--- config.mk ---
export PLATFORM = sky130hd
export DESIGN_NAME = jdsc_top
export DESIGN_NICKNAME = d
export VERILOG_FILES = /design/src/jdsc_pkg.sv /design/src/jdsc_top.sv
export VERILOG_INCLUDE_DIRS = /design/src
export SDC_FILE = /design/constraint.sdc
export NUM_CORES = 1
export LEC_CHECK = 0
export BUFFER_PORTS_ARGS = -buffer_cell sky130_fd_sc_hd__buf_4
export CAP_MARGIN = 25
export CORE_MARGIN = 3
export CORE_UTILIZATION = 62
export CTS_CLUSTER_DIAMETER = 80
export DETAILED_ROUTE_END_ITERATION = 10
export PLACE_DENSITY = 0.93
export SYNTH_ARGS = -nofsm -noshare
export SYNTH_HDL_FRONTEND = slang
export SYNTH_SLANG_ARGS = --single-unit
--- constraint.sdc ---
create_clock -name SYS_CLK -period 4.2 [get_ports SYS_CLK]
set_clock_uncertainty 0.1 [all_clocks]
set_input_delay 0.84 -clock SYS_CLK [delete_from_list [all_inputs] [get_ports SYS_CLK]]
set_output_delay 0.84 -clock SYS_CLK [all_outputs]
set_load 0.03 [all_outputs]
--- src/jdsc_defs.svh ---
// constants for the test-port and debug control block
// assumes inclusion by bare name from the package and the design file
`ifndef JDSC_DEFS_SVH
`define JDSC_DEFS_SVH
`define JDSC_IR_W        4
`define JDSC_IR_EXTEST   4'h0
`define JDSC_IR_IDCODE   4'h1
`define JDSC_IR_SAMPLE   4'h2
`define JDSC_IR_DBG_A    4'h8
`define JDSC_IR_DBG_B    4'h9
`define JDSC_IR_DBG_C    4'ha
`define JDSC_IR_DBG_D    4'hb
`define JDSC_IR_SCANRST  4'hc
`define JDSC_IR_BYPASS   4'hf
`define JDSC_IR_CAPTURE  4'h1
// identification word: arbitrary value, bit 0 set as every such word needs
`define JDSC_ID_CODE     32'h1000_0001
`define JDSC_BSR_W       8
`define JDSC_DCB_W       8
`define JDSC_CORE_DR_W   16
`define JDSC_BP_W        16
`define JDSC_BPCFG_W     3
`define JDSC_BPCFG_4P    3'h0
`define JDSC_BPCFG_3P1D  3'h1
`define JDSC_BPCFG_2P2D  3'h2
`define JDSC_BPCFG_RNGP  3'h3
`define JDSC_BPCFG_RNGD  3'h4
`endif

--- src/jdsc_pkg.sv ---
// types for the test-port and debug control block
// assumes the constants header sits in the same folder
`include "jdsc_defs.svh"
package jdsc_pkg;
  // tap controller states, gray-coded along the scan paths
  typedef enum logic [3:0] {
    TLR  = 4'h0, RTI  = 4'h1, SDRS = 4'h3, CDR = 4'h2,
    SDR  = 4'h6, E1DR = 4'h7, PDR  = 4'h5, E2DR = 4'h4,
    UDR  = 4'hc, SIRS = 4'hd, CIR  = 4'hf, SIR = 4'he,
    E1IR = 4'ha, PIR  = 4'hb, E2IR = 4'h9, UIR = 4'h8
  } jdsc_tap_e;
  // one breakpoint comparator setting
  typedef struct packed {
    logic                  on_data;  // compare data address, not program
    logic                  masked;   // address acts as mask for a range
    logic [`JDSC_BP_W-1:0] addr;     // compare value
  } jdsc_bp_s;
  // decoded instruction selects
  typedef struct packed {
    logic extest;
    logic idcode;
    logic sample;
    logic dbg;
    logic scanrst;
    logic bypass;
  } jdsc_dec_s;
endpackage : jdsc_pkg

--- src/jdsc_top.sv ---
// test-port control, debug enables, breakpoint unit and debug channel byte
// assumes the tap pins come from outside and are sampled on SYS_CLK;
// tck runs far slower than SYS_CLK so edges are found by sampling.
`timescale 1ns/1ps
`default_nettype none
`include "jdsc_defs.svh"
module jdsc_top (
  input  wire logic                    SYS_CLK,
  input  wire logic                    SYS_RST,
  input  wire logic                    TCK,
  input  wire logic                    TMS,
  input  wire logic                    TDI,
  output logic                         TDO,
  output logic                         TDO_OE,
  input  wire logic                    RESET_PIN_N,
  input  wire logic                    PORT_ENABLE_FUSE,
  input  wire logic                    DEBUG_ENABLE_FUSE,
  input  wire logic                    LOCK_BIT_ONE,
  input  wire logic                    LOCK_BIT_TWO,
  input  wire logic                    PORT_DISABLE_BIT,
  input  wire logic                    CHIP_ERASE_DONE,
  input  wire logic                    DEBUG_FUSE_PROG_REQ,
  input  wire logic [`JDSC_BSR_W-1:0]  PIN_IN,
  input  wire logic [`JDSC_BSR_W-1:0]  CORE_PIN_OUT,
  input  wire logic [`JDSC_BSR_W-1:0]  CORE_PIN_OE,
  output logic [`JDSC_BSR_W-1:0]       PIN_OUT,
  output logic [`JDSC_BSR_W-1:0]       PIN_OE,
  input  wire logic                    CORE_WR,
  input  wire logic                    CORE_RD,
  input  wire logic [`JDSC_DCB_W-1:0]  CORE_WDATA,
  output logic [`JDSC_DCB_W-1:0]       CORE_RDATA,
  output logic                         CORE_RESULT_VALID,
  input  wire logic [`JDSC_DCB_W-1:0]  SHARED_IO_RDATA,
  output logic                         SHARED_IO_WR,
  input  wire logic                    CORE_PC_CHANGE,
  input  wire logic                    CORE_STEP_DONE,
  input  wire logic [`JDSC_BP_W-1:0]   CORE_PC,
  input  wire logic [`JDSC_BP_W-1:0]   CORE_DADDR,
  input  wire logic                    CORE_DVALID,
  output logic                         CORE_BREAK,
  output logic [`JDSC_CORE_DR_W-1:0]   CORE_INJECT,
  output logic                         CORE_INJECT_STB,
  output logic                         DEBUG_ACTIVE,
  output logic                         DEBUG_FUSE_PROG_OK,
  output logic                         DEVICE_RESET
);

  // two-stage synchronisers for all off-domain pins; stage one read only by stage two
  logic [3:0]              sync1_reg;
  logic [3:0]              sync2_reg;
  logic                    tck_old_reg;  // previous synced tck for edge finding
  logic [`JDSC_BSR_W-1:0]  pin_s1_reg;   // pin levels, first stage
  logic [`JDSC_BSR_W-1:0]  pin_s2_reg;   // pin levels, safe to capture
  always_ff @(posedge SYS_CLK) begin
    sync1_reg   <= {RESET_PIN_N, TCK, TMS, TDI};
    sync2_reg   <= sync1_reg;
    tck_old_reg <= sync2_reg[2];
    pin_s1_reg  <= PIN_IN;
    pin_s2_reg  <= pin_s1_reg;
  end
  wire rst_pin_n = sync2_reg[3];
  wire tck_s     = sync2_reg[2];
  wire tms_s     = sync2_reg[1];
  wire tdi_s     = sync2_reg[0];
  // scan state advances only on tck edges, except that a disabled port forces the controller to reset on SYS_CLK at once
  wire tck_rise  = tck_s & ~tck_old_reg;
  wire tck_fall  = ~tck_s & tck_old_reg;

  // enables
  wire port_en = PORT_ENABLE_FUSE & ~PORT_DISABLE_BIT;
  wire locked  = LOCK_BIT_ONE | LOCK_BIT_TWO;
  wire dbg_en  = port_en & DEBUG_ENABLE_FUSE & ~locked;

  // debug fuse programming refused while locked and no erase seen since
  logic erased_reg;  // chip erase completed since locks went on
  always_ff @(posedge SYS_CLK) begin
    if (SYS_RST) erased_reg <= 1'b0;
    else if (CHIP_ERASE_DONE) erased_reg <= 1'b1;
    else if (!locked) erased_reg <= 1'b0;
  end
  wire fuse_ok = DEBUG_FUSE_PROG_REQ & (~locked | erased_reg | CHIP_ERASE_DONE);

  // tap next-state table, held apart from the register update
  function automatic jdsc_pkg::jdsc_tap_e tap_next(input jdsc_pkg::jdsc_tap_e s,
                                                    input logic m);
    case (s)
      jdsc_pkg::TLR:  tap_next = m ? jdsc_pkg::TLR  : jdsc_pkg::RTI;
      jdsc_pkg::RTI:  tap_next = m ? jdsc_pkg::SDRS : jdsc_pkg::RTI;
      jdsc_pkg::SDRS: tap_next = m ? jdsc_pkg::SIRS : jdsc_pkg::CDR;
      jdsc_pkg::CDR:  tap_next = m ? jdsc_pkg::E1DR : jdsc_pkg::SDR;
      jdsc_pkg::SDR:  tap_next = m ? jdsc_pkg::E1DR : jdsc_pkg::SDR;
      jdsc_pkg::E1DR: tap_next = m ? jdsc_pkg::UDR  : jdsc_pkg::PDR;
      jdsc_pkg::PDR:  tap_next = m ? jdsc_pkg::E2DR : jdsc_pkg::PDR;
      jdsc_pkg::E2DR: tap_next = m ? jdsc_pkg::UDR  : jdsc_pkg::SDR;
      jdsc_pkg::UDR:  tap_next = m ? jdsc_pkg::SDRS : jdsc_pkg::RTI;
      jdsc_pkg::SIRS: tap_next = m ? jdsc_pkg::TLR  : jdsc_pkg::CIR;
      jdsc_pkg::CIR:  tap_next = m ? jdsc_pkg::E1IR : jdsc_pkg::SIR;
      jdsc_pkg::SIR:  tap_next = m ? jdsc_pkg::E1IR : jdsc_pkg::SIR;
      jdsc_pkg::E1IR: tap_next = m ? jdsc_pkg::UIR  : jdsc_pkg::PIR;
      jdsc_pkg::PIR:  tap_next = m ? jdsc_pkg::E2IR : jdsc_pkg::PIR;
      jdsc_pkg::E2IR: tap_next = m ? jdsc_pkg::UIR  : jdsc_pkg::SIR;
      jdsc_pkg::UIR:  tap_next = m ? jdsc_pkg::SDRS : jdsc_pkg::RTI;
      default:        tap_next = jdsc_pkg::TLR;
    endcase
  endfunction : tap_next

  // sixteen-state controller on tms at tck rise; held in reset while port off
  jdsc_pkg::jdsc_tap_e tap_reg;
  wire jdsc_pkg::jdsc_tap_e tap_next_w = tap_next(tap_reg, tms_s);
  always_ff @(posedge SYS_CLK) begin
    if (SYS_RST || !port_en) tap_reg <= jdsc_pkg::TLR;
    else if (tck_rise) tap_reg <= tap_next_w;
  end

  // instruction register: shift lsb first, default identification
  logic [`JDSC_IR_W-1:0] ir_sh_reg;
  logic [`JDSC_IR_W-1:0] ir_reg;
  always_ff @(posedge SYS_CLK) begin
    if (SYS_RST || tap_reg == jdsc_pkg::TLR) begin
      ir_reg    <= `JDSC_IR_IDCODE;
      ir_sh_reg <= `JDSC_IR_CAPTURE;
    end else if (tck_rise) begin
      if (tap_reg == jdsc_pkg::CIR) ir_sh_reg <= `JDSC_IR_CAPTURE;
      else if (tap_reg == jdsc_pkg::SIR) ir_sh_reg <= {tdi_s, ir_sh_reg[`JDSC_IR_W-1:1]};
      else if (tap_reg == jdsc_pkg::UIR) ir_reg <= ir_sh_reg;
    end
  end

  // instruction decode; debug codes only act with debug enabled
  wire jdsc_pkg::jdsc_dec_s dec;
  assign dec.extest  = ir_reg == `JDSC_IR_EXTEST;
  assign dec.idcode  = ir_reg == `JDSC_IR_IDCODE;
  assign dec.sample  = ir_reg == `JDSC_IR_SAMPLE;
  assign dec.dbg     = ir_reg[3:2] == 2'b10 && dbg_en;
  assign dec.scanrst = ir_reg == `JDSC_IR_SCANRST;
  // unknown codes fall back to the one-bit path
  assign dec.bypass  = ~(dec.extest | dec.idcode | dec.sample | dec.dbg | dec.scanrst);
  wire [1:0] dbg_op  = ir_reg[1:0];  // a: inject, b: channel read, c: bp load, d: grant

  // data registers
  logic                        byp_reg;
  logic                        rst_dr_reg;
  logic [31:0]                 id_reg;
  logic [`JDSC_BSR_W-1:0]      bsr_sh_reg;
  logic [`JDSC_BSR_W-1:0]      bsr_lat_reg;
  logic [`JDSC_CORE_DR_W-1:0]  dbg_sh_reg;
  wire capt = tck_rise && tap_reg == jdsc_pkg::CDR;
  wire shft = tck_rise && tap_reg == jdsc_pkg::SDR;
  wire updt = tck_rise && tap_reg == jdsc_pkg::UDR;

  // bypass and identification, one-bit and 32-bit scan paths
  always_ff @(posedge SYS_CLK) begin
    if (SYS_RST) begin
      byp_reg <= 1'b0;
      id_reg  <= 32'h0;
    end else begin
      if (capt) byp_reg <= 1'b0;
      else if (shft) byp_reg <= tdi_s;
      if (capt) id_reg <= `JDSC_ID_CODE;
      else if (shft) id_reg <= {tdi_s, id_reg[31:1]};
    end
  end

  // reset bit: its value drives reset directly, no update latch
  always_ff @(posedge SYS_CLK) begin
    if (SYS_RST || tap_reg == jdsc_pkg::TLR) rst_dr_reg <= 1'b0;
    else if (shft && dec.scanrst) rst_dr_reg <= tdi_s;
  end

  // boundary chain: capture pins, shift, update output latches
  always_ff @(posedge SYS_CLK) begin
    if (SYS_RST) begin
      bsr_sh_reg  <= '0;
      bsr_lat_reg <= '0;
    end else if (dec.extest || dec.sample) begin
      if (capt) bsr_sh_reg <= pin_s2_reg;
      else if (shft) bsr_sh_reg <= {tdi_s, bsr_sh_reg[`JDSC_BSR_W-1:1]};
      else if (updt) bsr_lat_reg <= bsr_sh_reg;  // preload path too
    end
  end

  // debug scan path: injected core words, channel readout, breakpoint loads
  logic                    dirty_reg;
  logic [`JDSC_DCB_W-1:0]  dcb_reg;
  logic                    grant_reg;   // debugger granted channel access
  always_ff @(posedge SYS_CLK) begin
    if (SYS_RST) dbg_sh_reg <= '0;
    else if (dec.dbg && capt)
      dbg_sh_reg <= {{(`JDSC_CORE_DR_W-`JDSC_DCB_W){1'b0}}, dcb_reg};
    else if (dec.dbg && shft) dbg_sh_reg <= {tdi_s, dbg_sh_reg[`JDSC_CORE_DR_W-1:1]};
  end

  // breakpoint resources: layout selector plus four comparators
  logic [`JDSC_BPCFG_W-1:0] bp_cfg_reg;
  jdsc_pkg::jdsc_bp_s       bp_reg [4];
  logic [1:0]               bp_idx_reg;  // next resource to load
  wire bp_load = updt && dec.dbg && dbg_op == 2'h2;
  always_ff @(posedge SYS_CLK) begin
    if (SYS_RST) begin
      bp_cfg_reg <= `JDSC_BPCFG_4P;
      bp_idx_reg <= 2'h0;
    end else if (bp_load) begin
      if (dbg_sh_reg[15]) bp_cfg_reg <= dbg_sh_reg[`JDSC_BPCFG_W-1:0];
      else bp_idx_reg <= bp_idx_reg + 2'h1;
    end
  end
  // each comparator kind follows the chosen layout
  function automatic jdsc_pkg::jdsc_bp_s bp_kind(input logic [2:0] cfg, input int i,
                                                 input logic [`JDSC_BP_W-1:0] a);
    bp_kind.addr    = a;
    bp_kind.on_data = (cfg == `JDSC_BPCFG_3P1D && i == 3) ||
                      (cfg == `JDSC_BPCFG_2P2D && i >= 2) ||
                      (cfg == `JDSC_BPCFG_RNGD && i >= 2);
    bp_kind.masked  = (cfg == `JDSC_BPCFG_RNGP || cfg == `JDSC_BPCFG_RNGD) && i == 3;
  endfunction : bp_kind
  logic [3:0] bp_hit;
  genvar gi;
  generate
    for (gi = 0; gi < 4; gi++) begin : g_bp
      always_ff @(posedge SYS_CLK) begin
        if (SYS_RST) bp_reg[gi] <= '0;
        else if (bp_load && !dbg_sh_reg[15] && bp_idx_reg == 2'(gi))
          bp_reg[gi] <= bp_kind(bp_cfg_reg, gi, {1'b0, dbg_sh_reg[14:0]});
      end
    end
  endgenerate
  // range layouts: slot 2 is base, slot 3 is mask; slot 2 then no single match
  wire rng = bp_reg[3].masked;
  wire [`JDSC_BP_W-1:0] rng_a = bp_reg[3].on_data ? CORE_DADDR : CORE_PC;
  assign bp_hit[0] = CORE_PC == bp_reg[0].addr;
  assign bp_hit[1] = CORE_PC == bp_reg[1].addr;
  assign bp_hit[2] = !rng && (bp_reg[2].on_data ? CORE_DVALID && CORE_DADDR == bp_reg[2].addr
                                                : CORE_PC == bp_reg[2].addr);
  assign bp_hit[3] = rng ? ((rng_a & bp_reg[3].addr) == (bp_reg[2].addr & bp_reg[3].addr)) &&
                           (!bp_reg[3].on_data || CORE_DVALID)
                         : (bp_reg[3].on_data ? CORE_DVALID && CORE_DADDR == bp_reg[3].addr
                                              : CORE_PC == bp_reg[3].addr);
  logic [1:0] brk_mode_reg;  // bit0 flow change, bit1 single step
  wire brk_now = dbg_en && ((|bp_hit) || (brk_mode_reg[0] && CORE_PC_CHANGE) ||
                            (brk_mode_reg[1] && CORE_STEP_DONE));

  // channel byte, dirty flag and grant
  wire chan_sel = DEBUG_ENABLE_FUSE & grant_reg;
  wire dbg_rd   = updt && dec.dbg && dbg_op == 2'h1;
  always_ff @(posedge SYS_CLK) begin
    if (SYS_RST) begin
      dcb_reg      <= '0;
      dirty_reg    <= 1'b0;
      grant_reg    <= 1'b0;
      brk_mode_reg <= 2'h0;
    end else begin
      if (CORE_WR && chan_sel) dcb_reg <= CORE_WDATA;
      // core write wins over a debugger clear in the same cycle
      if (CORE_WR && chan_sel) dirty_reg <= 1'b1;
      else if (dbg_rd) dirty_reg <= 1'b0;
      if (updt && dec.dbg && dbg_op == 2'h3) begin
        grant_reg    <= dbg_sh_reg[0];
        brk_mode_reg <= dbg_sh_reg[2:1];
      end
    end
  end

  // reset source and output registers
  wire dev_rst = ~rst_pin_n | (dec.scanrst & rst_dr_reg);
  wire ext_drv = dec.extest & port_en;
  wire sel_tdo = dec.bypass ? byp_reg : dec.idcode ? id_reg[0] : dec.scanrst ? rst_dr_reg :
                 dec.dbg ? dbg_sh_reg[0] : bsr_sh_reg[0];
  wire shifting = tap_reg == jdsc_pkg::SDR || tap_reg == jdsc_pkg::SIR;
  always_ff @(posedge SYS_CLK) begin
    if (SYS_RST) begin
      TDO <= 1'b0;
      TDO_OE <= 1'b0;
      PIN_OUT <= '0;
      PIN_OE <= '0;
      CORE_RDATA <= '0;
      CORE_RESULT_VALID <= 1'b0;
      SHARED_IO_WR <= 1'b0;
      CORE_BREAK <= 1'b0;
      CORE_INJECT <= '0;
      CORE_INJECT_STB <= 1'b0;
      DEBUG_ACTIVE <= 1'b0;
      DEBUG_FUSE_PROG_OK <= 1'b0;
      DEVICE_RESET <= 1'b1;
    end else begin
      // tdo changes on tck fall, sampled by the controller on rise
      if (tck_fall) begin
        TDO    <= tap_reg == jdsc_pkg::SIR ? ir_sh_reg[0] : sel_tdo;
        TDO_OE <= shifting & port_en;
      end else if (!port_en) TDO_OE <= 1'b0;  // a disabled port lets go at once
      // latches reach the pins as soon as external test is current
      PIN_OUT <= ext_drv ? bsr_lat_reg : CORE_PIN_OUT;
      PIN_OE  <= ext_drv ? {`JDSC_BSR_W{1'b1}} : (dev_rst ? '0 : CORE_PIN_OE);
      CORE_RDATA <= chan_sel ? {dirty_reg, dcb_reg[6:0]} : SHARED_IO_RDATA;
      CORE_RESULT_VALID <= CORE_RD;
      SHARED_IO_WR <= CORE_WR & ~chan_sel;
      CORE_BREAK <= brk_now;
      CORE_INJECT <= dbg_sh_reg;
      CORE_INJECT_STB <= updt && dec.dbg && dbg_op == 2'h0;
      DEBUG_ACTIVE <= dbg_en;
      DEBUG_FUSE_PROG_OK <= fuse_ok;
      DEVICE_RESET <= dev_rst;
    end
  end

endmodule : jdsc_top
`default_nettype wire

==> metrics.yaml <==
die:
  fp.dieW_um: 131
  die_h_um: 131
  start_util_pct: 63.7
  std_cell_rows: 45
  core_sq_um: 15300
  num_io_pins: 139
  dieArea_sq_um: 17300
timing:
  worstMarginPinSlew_ns: 1.00
  max_slew_margin_pct: 33.1
  maxSlewViolCount: 0
  finalSetupViolCount: 0
  whs_ns: 0.225
  period_needed_ns: 3.27
  period_share_pct: 77.8
  setup-tns-final_ns: 0
  hold_violations: 0
  fmax_ghz: 0.306
  rsz0062_at_grt: "no"
routing:
  vias_per_cell: 5.70
  postRouteAntennaNets: 0
  drc_errors: 0
  vias: 7563
  drt_wl_total_um: 23900
  dr.first_iter.drc_count: 665
  drt_first_pass_iters: 5
  wl_per_cell_um: 18.0
final_layout:
  multi_input_area_sq_um: 4170
  final_util_pct: 76.9
  layout-drive-gt1-share_pct: 17.5
  regArea_sq_um: 5280
  mostFrequentLayoutCell: "dfxtp_1"
  largest_reg_flops: 63
  nFillCells: 928
  nets: 1196
  area_growth_pct: 20.7
  final_cell_mix: "dfxtp_1, buf_4, nor2_1, nand2_1, a21oi_1"
  fin_cells: 1328
  design_area_sq_um: 11800
  n_antenna_cell: 0
place:
  hpwl_um: 16500
  place_congestion: 1.02
  post_dp_cell_area_sq_um: 10900
  dp_cells: 1286
  port_buffers: 138
logic_synthesis:
  synth_cells: 989
  synth-edff-count: 63
  synth_cell_types: 50
  netlist_area_sq_um: 9760
  seq_area_frac_synth_pct: 54.0
  syn_nets: 1083
  yosys_warnings: 0
  synthArstFlopShare_pct: 0
  ys_ff_latch: 232
  avgSynthCellArea_sq_um: 9.87
  synth_top_area_cell: "dfxtp_1"
  yosysTopAreaCellShare_pct: 34.7
  synth.area.top_cells: "dfxtp_1, edfxtp_1, mux2i_1"
  ys_dominant_reg_cell: "dfxtp_1"
worst_setup_path:
  crit_path_end_kind: "flop"
  cpPeakStageDelay_ns: 0.66
  r2r_slack_ns: 0.93
  crit_chain: "and2_1 -> nand3_2 -> nor4_4 -> nand2_1 -> nand2b_1"
  rr_worst_depth: 5
  arrival_ns: 3.30
  cp_slowest_cell: "nand2b_1"
  cp_num_buf_inv: 0
  r2r-end: "bp_reg[1][7]"
  crit_end: "bp_reg[1][7]"
  path_max_fanout: 16
  critical_path_cell_count: 5
  critical_path_class: "reg2reg"
  r2r_start: "tap_reg[2]"
  start_kind: "flop"
  crit_required_ns: 4.24
  cp_top_family: "simple AND/OR/NAND/NOR gates"
  critPathLaunch: "tap_reg[2]"
global_route:
  grt_antenna_before_repair: 0
  grt_pass1_wl_um: 38100
  gr-total-overflow: 0
  grt_max_degree: 78
  grt.total_usage_pct: 26.8
  grt_pass1_vias: 7555
clock_tree:
  cts_made_buffers: 24
  cts-root-buf: "clkbuf_16"
  cts_max_level: 1
  ctsLongestPathBuffers: 3
  cts_tree: "done"
  cts_hold_buf: 0
  cts.sinks: 232
  cts-resized-gates: 0
  clk_latency_ns: 0.50
  post_cts_buffers: 0
  clk_pin_slew_ns: 0.06
power_and_ir_drop:
  seqPwrFrac_pct: 47.5
  power_frac_clock_pct: 45.9
  combPwrFrac_pct: 6.5
  ir_drop_v: 0.000491
  cellPowerDensity_nw_per_um2: 429
  p_leak_uw: 0.00482
  p_sw_uw: 1060
  swShare_pct: 21.0
  intPower_uw: 3990
flow_run:
  drv_cap: 0
hold_path:
  hp-start: "sync1_reg[3]"
  min_path_type: "reg2reg"
run_status:
  outcome: "finished clean"
## cell families (layout without fill, tap and decap cells)
logic type,after synthesis,after routing,synth area share (%)
adder cells (fa/ha/maj),4,4,0.513
AND/OR/NAND/NOR,367,367,17.7
AO/OA/AOI/OAI,128,128,7.84
flip-flops,232,232,54.0
buffers and inverters,82,210,3.26
multiplexers,68,68,6.97
XOR/XNOR,108,108,9.69
## final cells by class
type,count,share of cell area (%)
well taps,211,2.24
flip-flops and latches,232,44.8
multi-input cells,675,35.4
clock inverters,9,1.26
inverters,23,0.733
clock buffers,32,6.25
repair buffers,146,9.35
## cells in the mapped netlist (2+ instances only)
master,n
o21ai_0,10
xnor2_1,67
dfxtp_1,169
o22ai_1,2
a211oi_1,12
and2_1,17
nor3b_1,8
nand3b_1,2
nand3_1,6
o21a_1,2
nor4_1,16
buf_1,6
ha_1,4
clkbuf_1,45
nand2b_1,27
buf_2,7
and3_1,2
nor2b_1,7
inv_1,23
nand2_2,2
a41oi_1,2
nor2_1,130
nor3_1,6
and4bb_2,2
xor2_1,41
nand4_1,18
nand2_1,114
mux2i_1,68
o211ai_1,2
a31oi_1,3
a22oi_1,8
a21oi_1,71
or3_1,2
edfxtp_1,63
a21o_1,10
## worst register-to-register path, stage by stage (launching register included)
cell,delay [ns]
dfxtp_1,0.62
and2_1,0.36
nand3_2,0.20
nor4_4,0.51
nand2_1,0.45
nand2b_1,0.66
## power groups by stage
stage	Sequential, uW	Combinational, uW	Clock, uW
3_5_place_dp	2450	324	0
4_1_cts	2400	327	2340
5_1_grt	2410	355	2430
2_1_floorplan	2460	173	0
6_report	2400	331	2320
3_3_place_gp	2450	316	0
## layer usage
| layer | up-vias | GRT usage (%) | wire [um] | share of wire (%) |
|---|---|---|---|---|
| li1 | 3568 | - | - | - |
| met1 | 3506 | 33.4 | 9130 | 38 |
| met2 | 408 | 44.9 | 11400 | 48 |
| met3 | 81 | 6.01 | 2250 | 9.4 |
| met4 | 0 | 11.8 | 1130 | 4.7 |
| met5 | - | 0 | 0 | 0 |
## metrics by stage
step / setup WS [ns] / power (uW)
final: 0.933 / 5050
after global routing: 0.650 / 5190
after CTS: 0.953 / 5070
after detailed placement: 0.602 / 2770
after global placement: 0.757 / 2760
after floorplan: 1.40 / 2630
## how the worst min path moves through the flow
| stage | depth (start not counted) | to |
|---|---|---|
| floorplan | 0 | pin_s2_reg[0] |
| global placement | 0 | pin_s2_reg[0] |
| detailed placement | 0 | sync2_reg[0] |
| CTS | 0 | sync2_reg[3] |
| global route | 0 | sync2_reg[0] |
| finish | 0 | sync2_reg[3] |
No activity file was read; power rests on OpenSTA's default activity.
